File: config.mk
export PLATFORM = sky130hd
export DESIGN_NAME = triangle_setup_status_regs
export DESIGN_NICKNAME = d
export VERILOG_FILES = /design/src/shared/setup_regs_pkg.sv /design/src/logic/triangle_setup_status_regs.sv
export SDC_FILE = /design/constraint.sdc
export NUM_CORES = 2
export LEC_CHECK = 0
export ABC_AREA = 1
export BUFFER_PORTS_ARGS = -buffer_cell sky130_fd_sc_hd__buf_2
export CORE_MARGIN = 1
export CORE_UTILIZATION = 62
export DETAILED_ROUTE_END_ITERATION = 10
export PLACE_DENSITY = 0.86
export RECOVER_POWER = 100
export SLEW_MARGIN = 10
export SYNTH_ARGS = -nofsm -noshare
export SYNTH_HDL_FRONTEND = slang
export SYNTH_SLANG_ARGS = --single-unit
File: constraint.sdc
create_clock -name clk -period 32.6 [get_ports clk]
set_input_delay 1.63 -clock clk [delete_from_list [all_inputs] [get_ports clk]]
set_output_delay 1.63 -clock clk [all_outputs]
set_load 0.005 [all_outputs]
File: src/shared/setup_regs_pkg.sv
// Register offsets, field positions and types of the triangle setup register bank
package setup_regs_pkg;
  // Word indices as printed; byte address is four times the index
  localparam logic [7:0] IDX_STATUS = 8'h00;
  localparam logic [7:0] IDX_CORNER_BASE = 8'h02;
  localparam logic [7:0] IDX_SEED_RED = 8'h08;
  localparam logic [7:0] IDX_RED_STEP = 8'h09;
  localparam logic [7:0] IDX_SEED_GREEN = 8'h0b;
  localparam logic [7:0] IDX_GREEN_STEP = 8'h0c;
  localparam logic [7:0] IDX_SEED_BLUE = 8'h0e;
  localparam logic [7:0] IDX_BLUE_STEP = 8'h0f;
  localparam logic [7:0] IDX_SEED_DEPTH = 8'h11;
  localparam logic [7:0] IDX_DEPTH_STEP = 8'h12;
  localparam logic [7:0] IDX_SEED_ALPHA = 8'h14;
  localparam logic [7:0] IDX_ALPHA_STEP = 8'h15;
  localparam logic [7:0] IDX_SEED_TEX_S = 8'h17;
  localparam logic [7:0] IDX_SEED_TEX_T = 8'h1a;
  localparam logic [7:0] IDX_SEED_INV_W = 8'h1d;
  localparam logic [7:0] IDX_TRIANGLE = 8'h20;
  localparam logic [7:0] IDX_FLOAT_OFFSET = 8'h20;
  localparam logic [7:0] IDX_BUFFER_FLIP = 8'h46;
  localparam logic [7:0] IDX_FLIP_PENDING = 8'h48;
  localparam logic [7:0] IDX_GENERAL_INIT = 8'h90;
  localparam logic [7:0] IDX_QUEUE_INIT = 8'h92;
  localparam logic [7:0] IDX_PIXEL_STEP = 8'hf0;
  localparam logic [7:0] IDX_SETUP_READBACK = 8'hf1;
  localparam logic [7:0] IDX_ACCUM_BASE = 8'hf8;
  // Status fields
  localparam int STAT_FRAME_BUSY = 0;
  localparam int STAT_TEX_BUSY = 1;
  localparam int STAT_FLIP_REQ = 2;
  localparam int STAT_SYNC = 3;
  localparam int STAT_PEND_LO = 4;
  localparam int STAT_QFULL = 7;
  localparam int STAT_FREE_LO = 8;
  localparam int STAT_CMD_OVF = 14;
  localparam int STAT_MEM_OVF = 15;
  localparam logic [2:0] PEND_MAX = 3'h7;
  // Queue-setup init fields, 6 bits each
  localparam int QI_THRESH_LO = 0;
  localparam int QI_BOTTOM_LO = 6;
  localparam int QI_TOP_LO = 12;
  localparam int GI_SYNC_INVERT = 0;
  localparam logic [31:0] GENERAL_INIT_RESET = 32'h0;
  localparam logic [31:0] QUEUE_INIT_RESET = 32'h0;
  localparam logic [1:0] RESP_OKAY = 2'h0;
  localparam logic [1:0] RESP_SLVERR = 2'h2;
  // Internal fixed-point forms: 12.4 coordinates, 12.12 colour, 20.12 depth, 14.18 tex, 2.30 inverse W
  localparam int COORD_FRAC = 4;
  localparam int COLOR_FRAC = 12;
  localparam int DEPTH_FRAC = 12;
  localparam int TEX_FRAC = 18;
  localparam int INVW_FRAC = 30;

  typedef struct packed {
    logic frameBusy;
    logic texBusy;
    logic flipDone;
    logic vsyncRaw;
    logic [5:0] memFree;
    logic memPush;
    logic [5:0] cmdEntries;
  } engine_state_s;

  typedef struct packed {
    logic triangleStart;
    logic flipRequest;
    logic softReset;
  } engine_ctrl_s;
endpackage

File: src/logic/triangle_setup_status_regs.sv
// AXI4-Lite register bank: engine status word and triangle setup registers
//
// Operation
// - Bit 0 reads frame engine busy.
// - Bit 1 reads texture engine busy.
// - Bit 2 flip request, one per flip.
// - Bit 3 mirrors selected vertical sync.
// - Bits 6:4 count pending flips.
// - Pending count saturates at 7 and 0.
// - Bit 7 queue count at/above threshold.
// - Bits 13:8 memory queue free space.
// - Bit 14 set on command queue overflow.
// - Bit 15 set on push when full.
// - Overflow bits sticky until hard/soft reset.
// - Fixed coordinates are 12.4 in 15:0.
// - Float registers converted to fixed form.
// - Colour seeds are 12.12 in 23:0.
// - S/W, T/W, 1/W loaded but not stepped.
// - Inverse W seed is 2.30.
// - Colour gradients added right, subtracted left.
// - Status word is read-only.
// - Triangle command seeds accumulators with loaded setup.
//
// Register access over AXI4-Lite and the placing of the registers were decided locally.
`timescale 1ns/100ps
`default_nettype none
module triangle_setup_status_regs (
  input wire logic clk,
  input wire logic reset,
  input wire logic [9:0] s_axi_awaddr,
  input wire logic s_axi_awvalid,
  output logic s_axi_awready,
  input wire logic [31:0] s_axi_wdata,
  input wire logic [3:0] s_axi_wstrb,
  input wire logic s_axi_wvalid,
  output logic s_axi_wready,
  output logic [1:0] s_axi_bresp,
  output logic s_axi_bvalid,
  input wire logic s_axi_bready,
  input wire logic [9:0] s_axi_araddr,
  input wire logic s_axi_arvalid,
  output logic s_axi_arready,
  output logic [31:0] s_axi_rdata,
  output logic [1:0] s_axi_rresp,
  output logic s_axi_rvalid,
  input wire logic s_axi_rready,
  input wire setup_regs_pkg::engine_state_s engineState,
  input wire logic vsyncPin,
  output setup_regs_pkg::engine_ctrl_s engineCtrl
);

  ////////////////////////////////////////////////////////////////////////////
  // Float to fixed conversion, truncating toward zero, saturating on overflow

  function automatic logic [31:0] float_to_fixed(input logic [31:0] f, input int frac, input int width);
    logic [31:0] mag;
    logic [63:0] wide;
    int sh;
    mag = 32'h0;
    wide = {40'h0, 1'b1, f[22:0]};
    sh = int'(f[30:23]) - 127 - 23 + frac;
    if (f[30:23] == 8'h00) begin
      mag = 32'h0;
    end else if (sh >= 0) begin
      if (sh > width - 1) begin
        mag = 32'hffffffff >> (33 - width);
      end else begin
        wide = wide << sh;
        mag = (wide[63:32] != 32'h0 || wide[31:0] > (32'hffffffff >> (33 - width))) ?
              (32'hffffffff >> (33 - width)) : wide[31:0];
      end
    end else if (sh > -25) begin
      wide = wide >> (-sh);
      mag = wide[31:0];
    end
    float_to_fixed = f[31] ? (~mag + 32'h1) : mag;
  endfunction

  function automatic logic [31:0] sign24(input logic [23:0] v);
    sign24 = {{8{v[23]}}, v};
  endfunction

  ////////////////////////////////////////////////////////////////////////////
  // Inputs from outside the domain: two flip-flops each

  setup_regs_pkg::engine_state_s stateMeta_q, stateSync_q;
  logic vsyncMeta_q, vsyncSync_q;
  logic memPushPrev_q, flipDonePrev_q;

  always_ff @(posedge clk or posedge reset) begin
    if (reset) begin
      stateMeta_q <= '0;
      stateSync_q <= '0;
      vsyncMeta_q <= 1'b0;
      vsyncSync_q <= 1'b0;
      memPushPrev_q <= 1'b0;
      flipDonePrev_q <= 1'b0;
    end else begin
      stateMeta_q <= engineState;
      stateSync_q <= stateMeta_q;
      vsyncMeta_q <= vsyncPin;
      vsyncSync_q <= vsyncMeta_q;
      memPushPrev_q <= stateSync_q.memPush;
      flipDonePrev_q <= stateSync_q.flipDone;
    end
  end

  // Push and flip completion are levels that toggle per event, so the crossing stays lossless
  logic memPushEvt, flipDoneEvt;
  assign memPushEvt = stateSync_q.memPush ^ memPushPrev_q;
  assign flipDoneEvt = stateSync_q.flipDone ^ flipDonePrev_q;

  ////////////////////////////////////////////////////////////////////////////
  // AXI4-Lite write channel: address and data taken in either order

  logic [9:0] awAddr_q;
  logic awHeld_q, wHeld_q;
  logic [31:0] wData_q;
  logic [3:0] wStrb_q;
  logic bValid_q;
  logic [1:0] bResp_q;
  logic doWrite;
  logic [7:0] wIdx;
  logic wMapped;

  assign doWrite = awHeld_q && wHeld_q && !bValid_q;
  assign wIdx = awAddr_q[9:2];

  always_ff @(posedge clk or posedge reset) begin
    if (reset) begin
      awAddr_q <= 10'h0;
      awHeld_q <= 1'b0;
      wHeld_q <= 1'b0;
      wData_q <= 32'h0;
      wStrb_q <= 4'h0;
      bValid_q <= 1'b0;
      bResp_q <= setup_regs_pkg::RESP_OKAY;
    end else begin
      if (s_axi_awvalid && s_axi_awready) begin
        awAddr_q <= s_axi_awaddr;
        awHeld_q <= 1'b1;
      end
      if (s_axi_wvalid && s_axi_wready) begin
        wData_q <= s_axi_wdata;
        wStrb_q <= s_axi_wstrb;
        wHeld_q <= 1'b1;
      end
      if (doWrite) begin
        awHeld_q <= 1'b0;
        wHeld_q <= 1'b0;
        bValid_q <= 1'b1;
        bResp_q <= wMapped ? setup_regs_pkg::RESP_OKAY : setup_regs_pkg::RESP_SLVERR;
      end else if (bValid_q && s_axi_bready) begin
        bValid_q <= 1'b0;
      end
    end
  end

  assign s_axi_awready = !awHeld_q && !bValid_q;
  assign s_axi_wready = !wHeld_q && !bValid_q;
  assign s_axi_bvalid = bValid_q;
  assign s_axi_bresp = bResp_q;

  ////////////////////////////////////////////////////////////////////////////
  // Setup storage: one internal fixed value per parameter, shared by both forms

  // Parameter slots: 0..5 corners, 6..9 colour seeds, 10..13 colour steps,
  // 14 depth seed, 15 depth step, 16 tex S, 17 tex T, 18 inverse W
  localparam int NSLOT = 19;
  logic [31:0] slot_q [NSLOT];
  logic [31:0] wMerged;
  logic slotHit;
  logic slotFloat;
  int slotNum;
  logic [31:0] slotValue;

  assign wMerged = {wStrb_q[3] ? wData_q[31:24] : 8'h0, wStrb_q[2] ? wData_q[23:16] : 8'h0,
                    wStrb_q[1] ? wData_q[15:8] : 8'h0, wStrb_q[0] ? wData_q[7:0] : 8'h0};

  always_comb begin
    logic [7:0] base;
    slotHit = 1'b1;
    slotNum = 0;
    slotFloat = wIdx >= setup_regs_pkg::IDX_TRIANGLE + 8'h2 && wIdx < setup_regs_pkg::IDX_TRIANGLE + 8'h20;
    base = slotFloat ? wIdx - setup_regs_pkg::IDX_FLOAT_OFFSET : wIdx;
    unique case (base)
      8'h02, 8'h03, 8'h04, 8'h05, 8'h06, 8'h07: slotNum = int'(base - setup_regs_pkg::IDX_CORNER_BASE);
      setup_regs_pkg::IDX_SEED_RED: slotNum = 6;
      setup_regs_pkg::IDX_SEED_GREEN: slotNum = 7;
      setup_regs_pkg::IDX_SEED_BLUE: slotNum = 8;
      setup_regs_pkg::IDX_SEED_ALPHA: slotNum = 9;
      setup_regs_pkg::IDX_RED_STEP: slotNum = 10;
      setup_regs_pkg::IDX_GREEN_STEP: slotNum = 11;
      setup_regs_pkg::IDX_BLUE_STEP: slotNum = 12;
      setup_regs_pkg::IDX_ALPHA_STEP: slotNum = 13;
      setup_regs_pkg::IDX_SEED_DEPTH: slotNum = 14;
      setup_regs_pkg::IDX_DEPTH_STEP: slotNum = 15;
      setup_regs_pkg::IDX_SEED_TEX_S: slotNum = 16;
      setup_regs_pkg::IDX_SEED_TEX_T: slotNum = 17;
      setup_regs_pkg::IDX_SEED_INV_W: slotNum = 18;
      default: slotHit = 1'b0;
    endcase
    slotValue = wMerged;
    if (slotNum < 6) begin
      slotValue = slotFloat ? float_to_fixed(wData_q, setup_regs_pkg::COORD_FRAC, 16)
                            : {{16{wMerged[15]}}, wMerged[15:0]};
    end else if (slotNum < 14) begin
      slotValue = slotFloat ? float_to_fixed(wData_q, setup_regs_pkg::COLOR_FRAC, 24)
                            : sign24(wMerged[23:0]);
    end else if (slotNum < 16) begin
      slotValue = slotFloat ? float_to_fixed(wData_q, setup_regs_pkg::DEPTH_FRAC, 32) : wMerged;
    end else if (slotNum < 18) begin
      slotValue = slotFloat ? float_to_fixed(wData_q, setup_regs_pkg::TEX_FRAC, 32) : wMerged;
    end else begin
      slotValue = slotFloat ? float_to_fixed(wData_q, setup_regs_pkg::INVW_FRAC, 32) : wMerged;
    end
  end

  always_ff @(posedge clk or posedge reset) begin
    if (reset) begin
      for (int i = 0; i < NSLOT; i++) begin
        slot_q[i] <= 32'h0;
      end
    end else if (doWrite && slotHit) begin
      slot_q[slotNum] <= slotValue;
    end
  end

  ////////////////////////////////////////////////////////////////////////////
  // Control registers and command strobes

  logic [31:0] generalInit_q, queueInit_q;
  logic isGeneral, isQueue, isFlip, isPend, isTri, isStep, isStatus;
  assign isGeneral = wIdx == setup_regs_pkg::IDX_GENERAL_INIT;
  assign isQueue = wIdx == setup_regs_pkg::IDX_QUEUE_INIT;
  assign isFlip = wIdx == setup_regs_pkg::IDX_BUFFER_FLIP;
  assign isPend = wIdx == setup_regs_pkg::IDX_FLIP_PENDING;
  assign isTri = wIdx == setup_regs_pkg::IDX_TRIANGLE || wIdx == setup_regs_pkg::IDX_TRIANGLE + 8'h20;
  assign isStep = wIdx == setup_regs_pkg::IDX_PIXEL_STEP;
  assign isStatus = wIdx == setup_regs_pkg::IDX_STATUS;
  // Status accepts the write but ignores it, so software gets OKAY and nothing changes
  assign wMapped = slotHit || isGeneral || isQueue || isFlip || isPend || isTri || isStep || isStatus;

  always_ff @(posedge clk or posedge reset) begin
    if (reset) begin
      generalInit_q <= setup_regs_pkg::GENERAL_INIT_RESET;
      queueInit_q <= setup_regs_pkg::QUEUE_INIT_RESET;
    end else if (doWrite && isGeneral) begin
      generalInit_q <= wMerged;
    end else if (doWrite && isQueue) begin
      queueInit_q <= wMerged;
    end
  end

  always_ff @(posedge clk or posedge reset) begin
    if (reset) begin
      engineCtrl <= '0;
    end else begin
      engineCtrl.triangleStart <= doWrite && isTri;
      engineCtrl.flipRequest <= doWrite && isFlip;
      engineCtrl.softReset <= doWrite && isGeneral && wMerged[31];
    end
  end

  ////////////////////////////////////////////////////////////////////////////
  // Status word sources

  logic softReset;
  logic flipReq_q;
  logic [2:0] pendCount_q;
  logic cmdOvf_q, memOvf_q;
  logic pendInc;
  logic [5:0] qThresh, qBottom, qTop, qSpace;
  assign softReset = engineCtrl.softReset;
  assign pendInc = doWrite && isPend;
  assign qThresh = queueInit_q[setup_regs_pkg::QI_THRESH_LO +: 6];
  assign qBottom = queueInit_q[setup_regs_pkg::QI_BOTTOM_LO +: 6];
  assign qTop = queueInit_q[setup_regs_pkg::QI_TOP_LO +: 6];
  assign qSpace = qTop - qBottom;

  always_ff @(posedge clk or posedge reset) begin
    if (reset) begin
      flipReq_q <= 1'b0;
    end else if (doWrite && isFlip) begin
      flipReq_q <= 1'b1;
    end else if (flipDoneEvt) begin
      flipReq_q <= 1'b0;
    end
  end

  always_ff @(posedge clk or posedge reset) begin
    if (reset) begin
      pendCount_q <= 3'h0;
    end else if (pendInc && !flipDoneEvt && pendCount_q != setup_regs_pkg::PEND_MAX) begin
      pendCount_q <= pendCount_q + 3'h1;
    end else if (flipDoneEvt && !pendInc && pendCount_q != 3'h0) begin
      pendCount_q <= pendCount_q - 3'h1;
    end
  end

  // Set wins over soft reset so an overflow in the clearing cycle is kept
  always_ff @(posedge clk or posedge reset) begin
    if (reset) begin
      cmdOvf_q <= 1'b0;
      memOvf_q <= 1'b0;
    end else begin
      cmdOvf_q <= (stateSync_q.cmdEntries > qSpace) || (cmdOvf_q && !softReset);
      memOvf_q <= (memPushEvt && stateSync_q.memFree == 6'h0) || (memOvf_q && !softReset);
    end
  end

  logic [15:0] statusWord;
  always_comb begin
    statusWord = 16'h0;
    statusWord[setup_regs_pkg::STAT_FRAME_BUSY] = stateSync_q.frameBusy;
    statusWord[setup_regs_pkg::STAT_TEX_BUSY] = stateSync_q.texBusy;
    statusWord[setup_regs_pkg::STAT_FLIP_REQ] = flipReq_q;
    statusWord[setup_regs_pkg::STAT_SYNC] = vsyncSync_q ^ generalInit_q[setup_regs_pkg::GI_SYNC_INVERT];
    statusWord[setup_regs_pkg::STAT_PEND_LO +: 3] = pendCount_q;
    statusWord[setup_regs_pkg::STAT_QFULL] = stateSync_q.cmdEntries >= qThresh;
    statusWord[setup_regs_pkg::STAT_FREE_LO +: 6] = stateSync_q.memFree;
    statusWord[setup_regs_pkg::STAT_CMD_OVF] = cmdOvf_q;
    statusWord[setup_regs_pkg::STAT_MEM_OVF] = memOvf_q;
  end

  ////////////////////////////////////////////////////////////////////////////
  // Pixel stepper: colour, depth, S/W, T/W and 1/W accumulators

  // Accumulators: 0..3 colour, 4 depth, 5 S/W, 6 T/W, 7 1/W
  logic [31:0] accum_q [8];
  logic [31:0] stepOf [8];
  logic stepGo, stepLeft;
  assign stepGo = doWrite && isStep;
  assign stepLeft = wMerged[0];

  // S, T and 1/W X-gradients are not in this bank; they hold still here
  always_comb begin
    for (int i = 0; i < 4; i++) begin
      stepOf[i] = slot_q[10 + i];
    end
    stepOf[4] = slot_q[15];
    stepOf[5] = 32'h0;
    stepOf[6] = 32'h0;
    stepOf[7] = 32'h0;
  end

  generate
    for (genvar g = 0; g < 8; g++) begin : g_accum
      always_ff @(posedge clk or posedge reset) begin
        if (reset) begin
          accum_q[g] <= 32'h0;
        end else if (doWrite && isTri) begin
          accum_q[g] <= (g < 4) ? slot_q[6 + g] : (g == 4) ? slot_q[14] : slot_q[11 + g];
        end else if (stepGo) begin
          accum_q[g] <= stepLeft ? accum_q[g] - stepOf[g] : accum_q[g] + stepOf[g];
        end
      end
    end
  endgenerate

  ////////////////////////////////////////////////////////////////////////////
  // AXI4-Lite read channel

  logic rValid_q;
  logic [31:0] rData_q;
  logic [1:0] rResp_q;
  logic [7:0] rIdx;
  assign rIdx = s_axi_araddr[9:2];

  always_ff @(posedge clk or posedge reset) begin
    if (reset) begin
      rValid_q <= 1'b0;
      rData_q <= 32'h0;
      rResp_q <= setup_regs_pkg::RESP_OKAY;
    end else if (s_axi_arvalid && s_axi_arready) begin
      rValid_q <= 1'b1;
      rResp_q <= setup_regs_pkg::RESP_OKAY;
      if (rIdx == setup_regs_pkg::IDX_STATUS) begin
        rData_q <= {16'h0, statusWord};
      end else if (rIdx == setup_regs_pkg::IDX_GENERAL_INIT) begin
        rData_q <= generalInit_q;
      end else if (rIdx == setup_regs_pkg::IDX_QUEUE_INIT) begin
        rData_q <= queueInit_q;
      end else if (rIdx >= setup_regs_pkg::IDX_ACCUM_BASE) begin
        rData_q <= accum_q[rIdx[2:0]];
      end else begin
        rData_q <= 32'h0;
        rResp_q <= setup_regs_pkg::RESP_SLVERR;
      end
    end else if (rValid_q && s_axi_rready) begin
      rValid_q <= 1'b0;
    end
  end

  assign s_axi_arready = !rValid_q;
  assign s_axi_rvalid = rValid_q;
  assign s_axi_rdata = rData_q;
  assign s_axi_rresp = rResp_q;

endmodule
`default_nettype wire

==> summary.md <==
| Metric | Value |
|---|---|
| Status | complete, but fails checks |
| Failing checks | max-capacitance violations, max-slew violations |
| Final Slew Violations | 2308 |
| Area delta synth->final | 5.36% |
| Count of cell types in the netlist | 73 |
| Gr ovfl total | 0 |
| Ys async rst share | 100% |
| Synth Area in Adders | 4.61% |
| Die area | 0.106 mm2 |
| FMAX | 46.9 MHz |
| Top cell by count, worst path | nand2_1 |
| Hold_buf cts | 0 |
| H-Tree Depth | 3 |
| WL per Instance | 23.5 um |
| Relative slew slack | -518% |
| GR Util All Layers | 48.8% |
| Max-cap violations | 33 |
| CP arrival | 21.86 ns |
| Die H | 326 um |
| Post-synthesis cell count | 10.0k |
| EDFF count, synth | 0 |
| Core Region | 0.104 mm2 |
| Setup Total Neg Slack | 0 ns |
| Worst-skew pair later-pin latency | 0.68 ns |
| YS warnings | 0 |
| CP Capture Type | register |
| Drt first-iter violations | 8917 |
| Crit-path slowest cell | clkbuf_1 |
| Vias in the first global route | 69.0k |
| Max FO, Critical Path | 68 |
| Row count | 118 |
| M1 GR Usage | 53.5% |
| Layout cells sized above 1 | 5.16% |
| Minimum clock period | 21.33 ns |
| GRT met2 Usage | 78.0% |
| CP Class | reg2reg |
| I/O pin cnt | 125 |
| RSZ-0062 raised after global routing | false |
| Critical Path Max Stage Delay | 2.14 ns |
| Die W | 326 um |
| Worst Hold Depth | 0 |
| Final setup viols | 0 |
| Final HPWL DP | 192000 um |
| Global-route wire length before repair | 399000 um |
| DRT Pass-1 Iters | 10 |
| Fill count | 8952 |
| Post-route ant nets | 0 |
| Clock sinks | 863 |
| Global placement routability congestion | 1.07 |
| Resize count post-CTS | 0 |
| Grt met3 use | 10.8% |
| Crit path launch type | register |
| Largest family of logic cells by synthesized area | simple AND/OR/NAND/NOR gates |
| Post-synthesis mux area share | 0.398% |
| Max Root-Sink Buffers | 3 |
| Setup Skew | 0.0289 ns |
| Worst-Margin Slew | 9.27 ns |
| Worst hold-check path type | reg2reg |
| Multi-input gate area | 0.0383 mm2 |
| Simple-gate area share of the yosys netlist | 36.1% |
| FF+latch area | 0.0216 mm2 |
| Setup bufs post-CTS | 0 |
| Post-Synth XOR/XNOR Area | 3.45% |
| Net count, final | 10.1k |
| DR vias | 71.6k |
| DR vias/cell | 6.36 |
| Busiest metal layer after global routing | met2 |
| CTS clk-pin slew, worst paths | 0.07 ns |
| Post-synthesis compound-gate area fraction | 14.1% |
| Port Buffer Count | 117 |
| Yosys reg bits | 863 |
| Sequential share of the synthesized area | 33.1% |
| Worst EP required | 33.13 ns |
| Initial antenna violation count | 7 |
| Total Wirelength | 264000 um |
| R2r worst-path depth | 48 |
| CTS tree | yes |
| Initial Utilization | 62.8% |
| Post-Syn Area per Cell | 6.51 um2 |
| Cell Area, Synth | 0.0652 mm2 |
| CTS Buf Count | 79 |
| Prevailing post-synth register cell | dfrtp_1 |
| DRC errors left | 0 |
| Endpoints failing hold | 0 |
| Period utilization | 65.4% |
| Root Buffer | clkbuf_16 |
| Pin count of the biggest net entering global routing | 183 |
## cell usage in the layout, fill, tap and decap left out, drive strengths merged, types with 56 or more instances in the layout
master,netlist,final
o221ai,56,56
nand4,105,105
a21oi,497,497
nor2,789,789
inv,823,822
buf,205,168
ha,229,229
nand2,3677,3677
dfrtp,863,863
clkbuf,303,165
nor3,124,124
xnor2,88,88
nand3,850,850
xor2,163,163
o211ai,168,168
o21ai,780,780
## kinds of logic after synthesis
group,after synthesis
AOI/OAI and AO/OA,1630
xor gates and xnor gates,251
adders and majority gates,236
buffers and inverters,1340
DFF,863
muxes,23
other,1
and+or+nand+nor,5667
## critical path: cells and delay by family (launching register included)
kind / cells / cell delay, ns
AOI/OAI and AO/OA: 2 / 0.32
adders and majority gates: 3 / 1.26
buffers and inverters: 12 / 11.15
DFF: 1 / 0.34
and+or+nand+nor: 31 / 7.93
## per-layer routing
metal  wire, um  part of all wire, %
met2     120000                   45
met1      87700                   33
met5         21               0.0080
met3      26800                   10
met4      29900                   11
## state kept, by name, summed over array words and instances (netlist names), 3 cells and up
signal,count
s_axi_rdata,32
wData_q,32
stateSync_q,16
accum_q,256
wStrb_q,4
pendCount_q,3
stateMeta_q,16
slot_q,416
queueInit_q,32
awAddr_q,8
generalInit_q,32
## final cells by class
cell class | count | area share [%]
Clock buffer | 105 | 3.29
Timing Repair Buffer | 228 | 1.86
Sequential cell | 863 | 31.5
Multi-Input combinational cell | 7809 | 55.7
Antenna cell | 5 | 0.0182
Clock inverter | 32 | 0.560
Inverter | 832 | 4.55
Tap cell | 1380 | 2.52
## worst paths after layout
kind	start	endpoint	slack [ns]
min in group asynchronous	reset	stateMeta_q[3]$_DFF_PP0_	2.47
worst max-delay path	wData_q[23]$_DFFE_PP0P_	slot_q[222]$_DFFE_PP0P_	11.27
worst min-delay path	stateMeta_q[2]$_DFF_PP0_	stateSync_q[2]$_DFF_PP0_	0.35
worst min register to register	stateMeta_q[2]$_DFF_PP0_	stateSync_q[2]$_DFF_PP0_	0.35
max in group asynchronous	reset	accum_q[41]$_DFFE_PP0P_	14.00
worst max register to register	wData_q[23]$_DFFE_PP0P_	slot_q[222]$_DFFE_PP0P_	11.27
## stage by stage
| step | instances | hold slack (ns) | area [um2] | util, % | setup slack (ns) |
|---|---|---|---|---|---|
| CTS | 11249 | 0.350 | 68900 | 66.4 | 21.25 |
| global route | 11251 | 0.350 | 68600 | 66.1 | 10.49 |
| finish | 11254 | 0.349 | 68600 | 66.1 | 11.27 |
| detailed placement | 11112 | 0.335 | 66300 | 63.8 | 21.34 |
| global placement | 11112 | 0.334 | 66300 | 63.8 | 21.58 |
| floorplan | 10012 | 0.331 | 65200 | - | 6.72 |
## synth_stat cells (40+ instances only)
cell type     n  area (um2)
o21ai_0     687        3440
nor2_1      761        2860
nand2_1    3610       13600
nand2_2      56         350
inv_2        40         150
nand4_1     105         657
xor2_1      161        1410
ha_1        229        2870
o21ai_1      89         445
buf_1        71         267
o211ai_1    168        1260
o221ai_1     56         490
nor3_1      122         611
clkbuf_1    303        1140
inv_1       783        2940
nand3_1     840        4200
a21oi_1     496        2480
buf_2        96         480
xnor2_1      85         744
dfrtp_1     863       21600
Power is not shown: default switching activity piles up to over one toggle a cycle in this logic, so the estimate is an artifact.
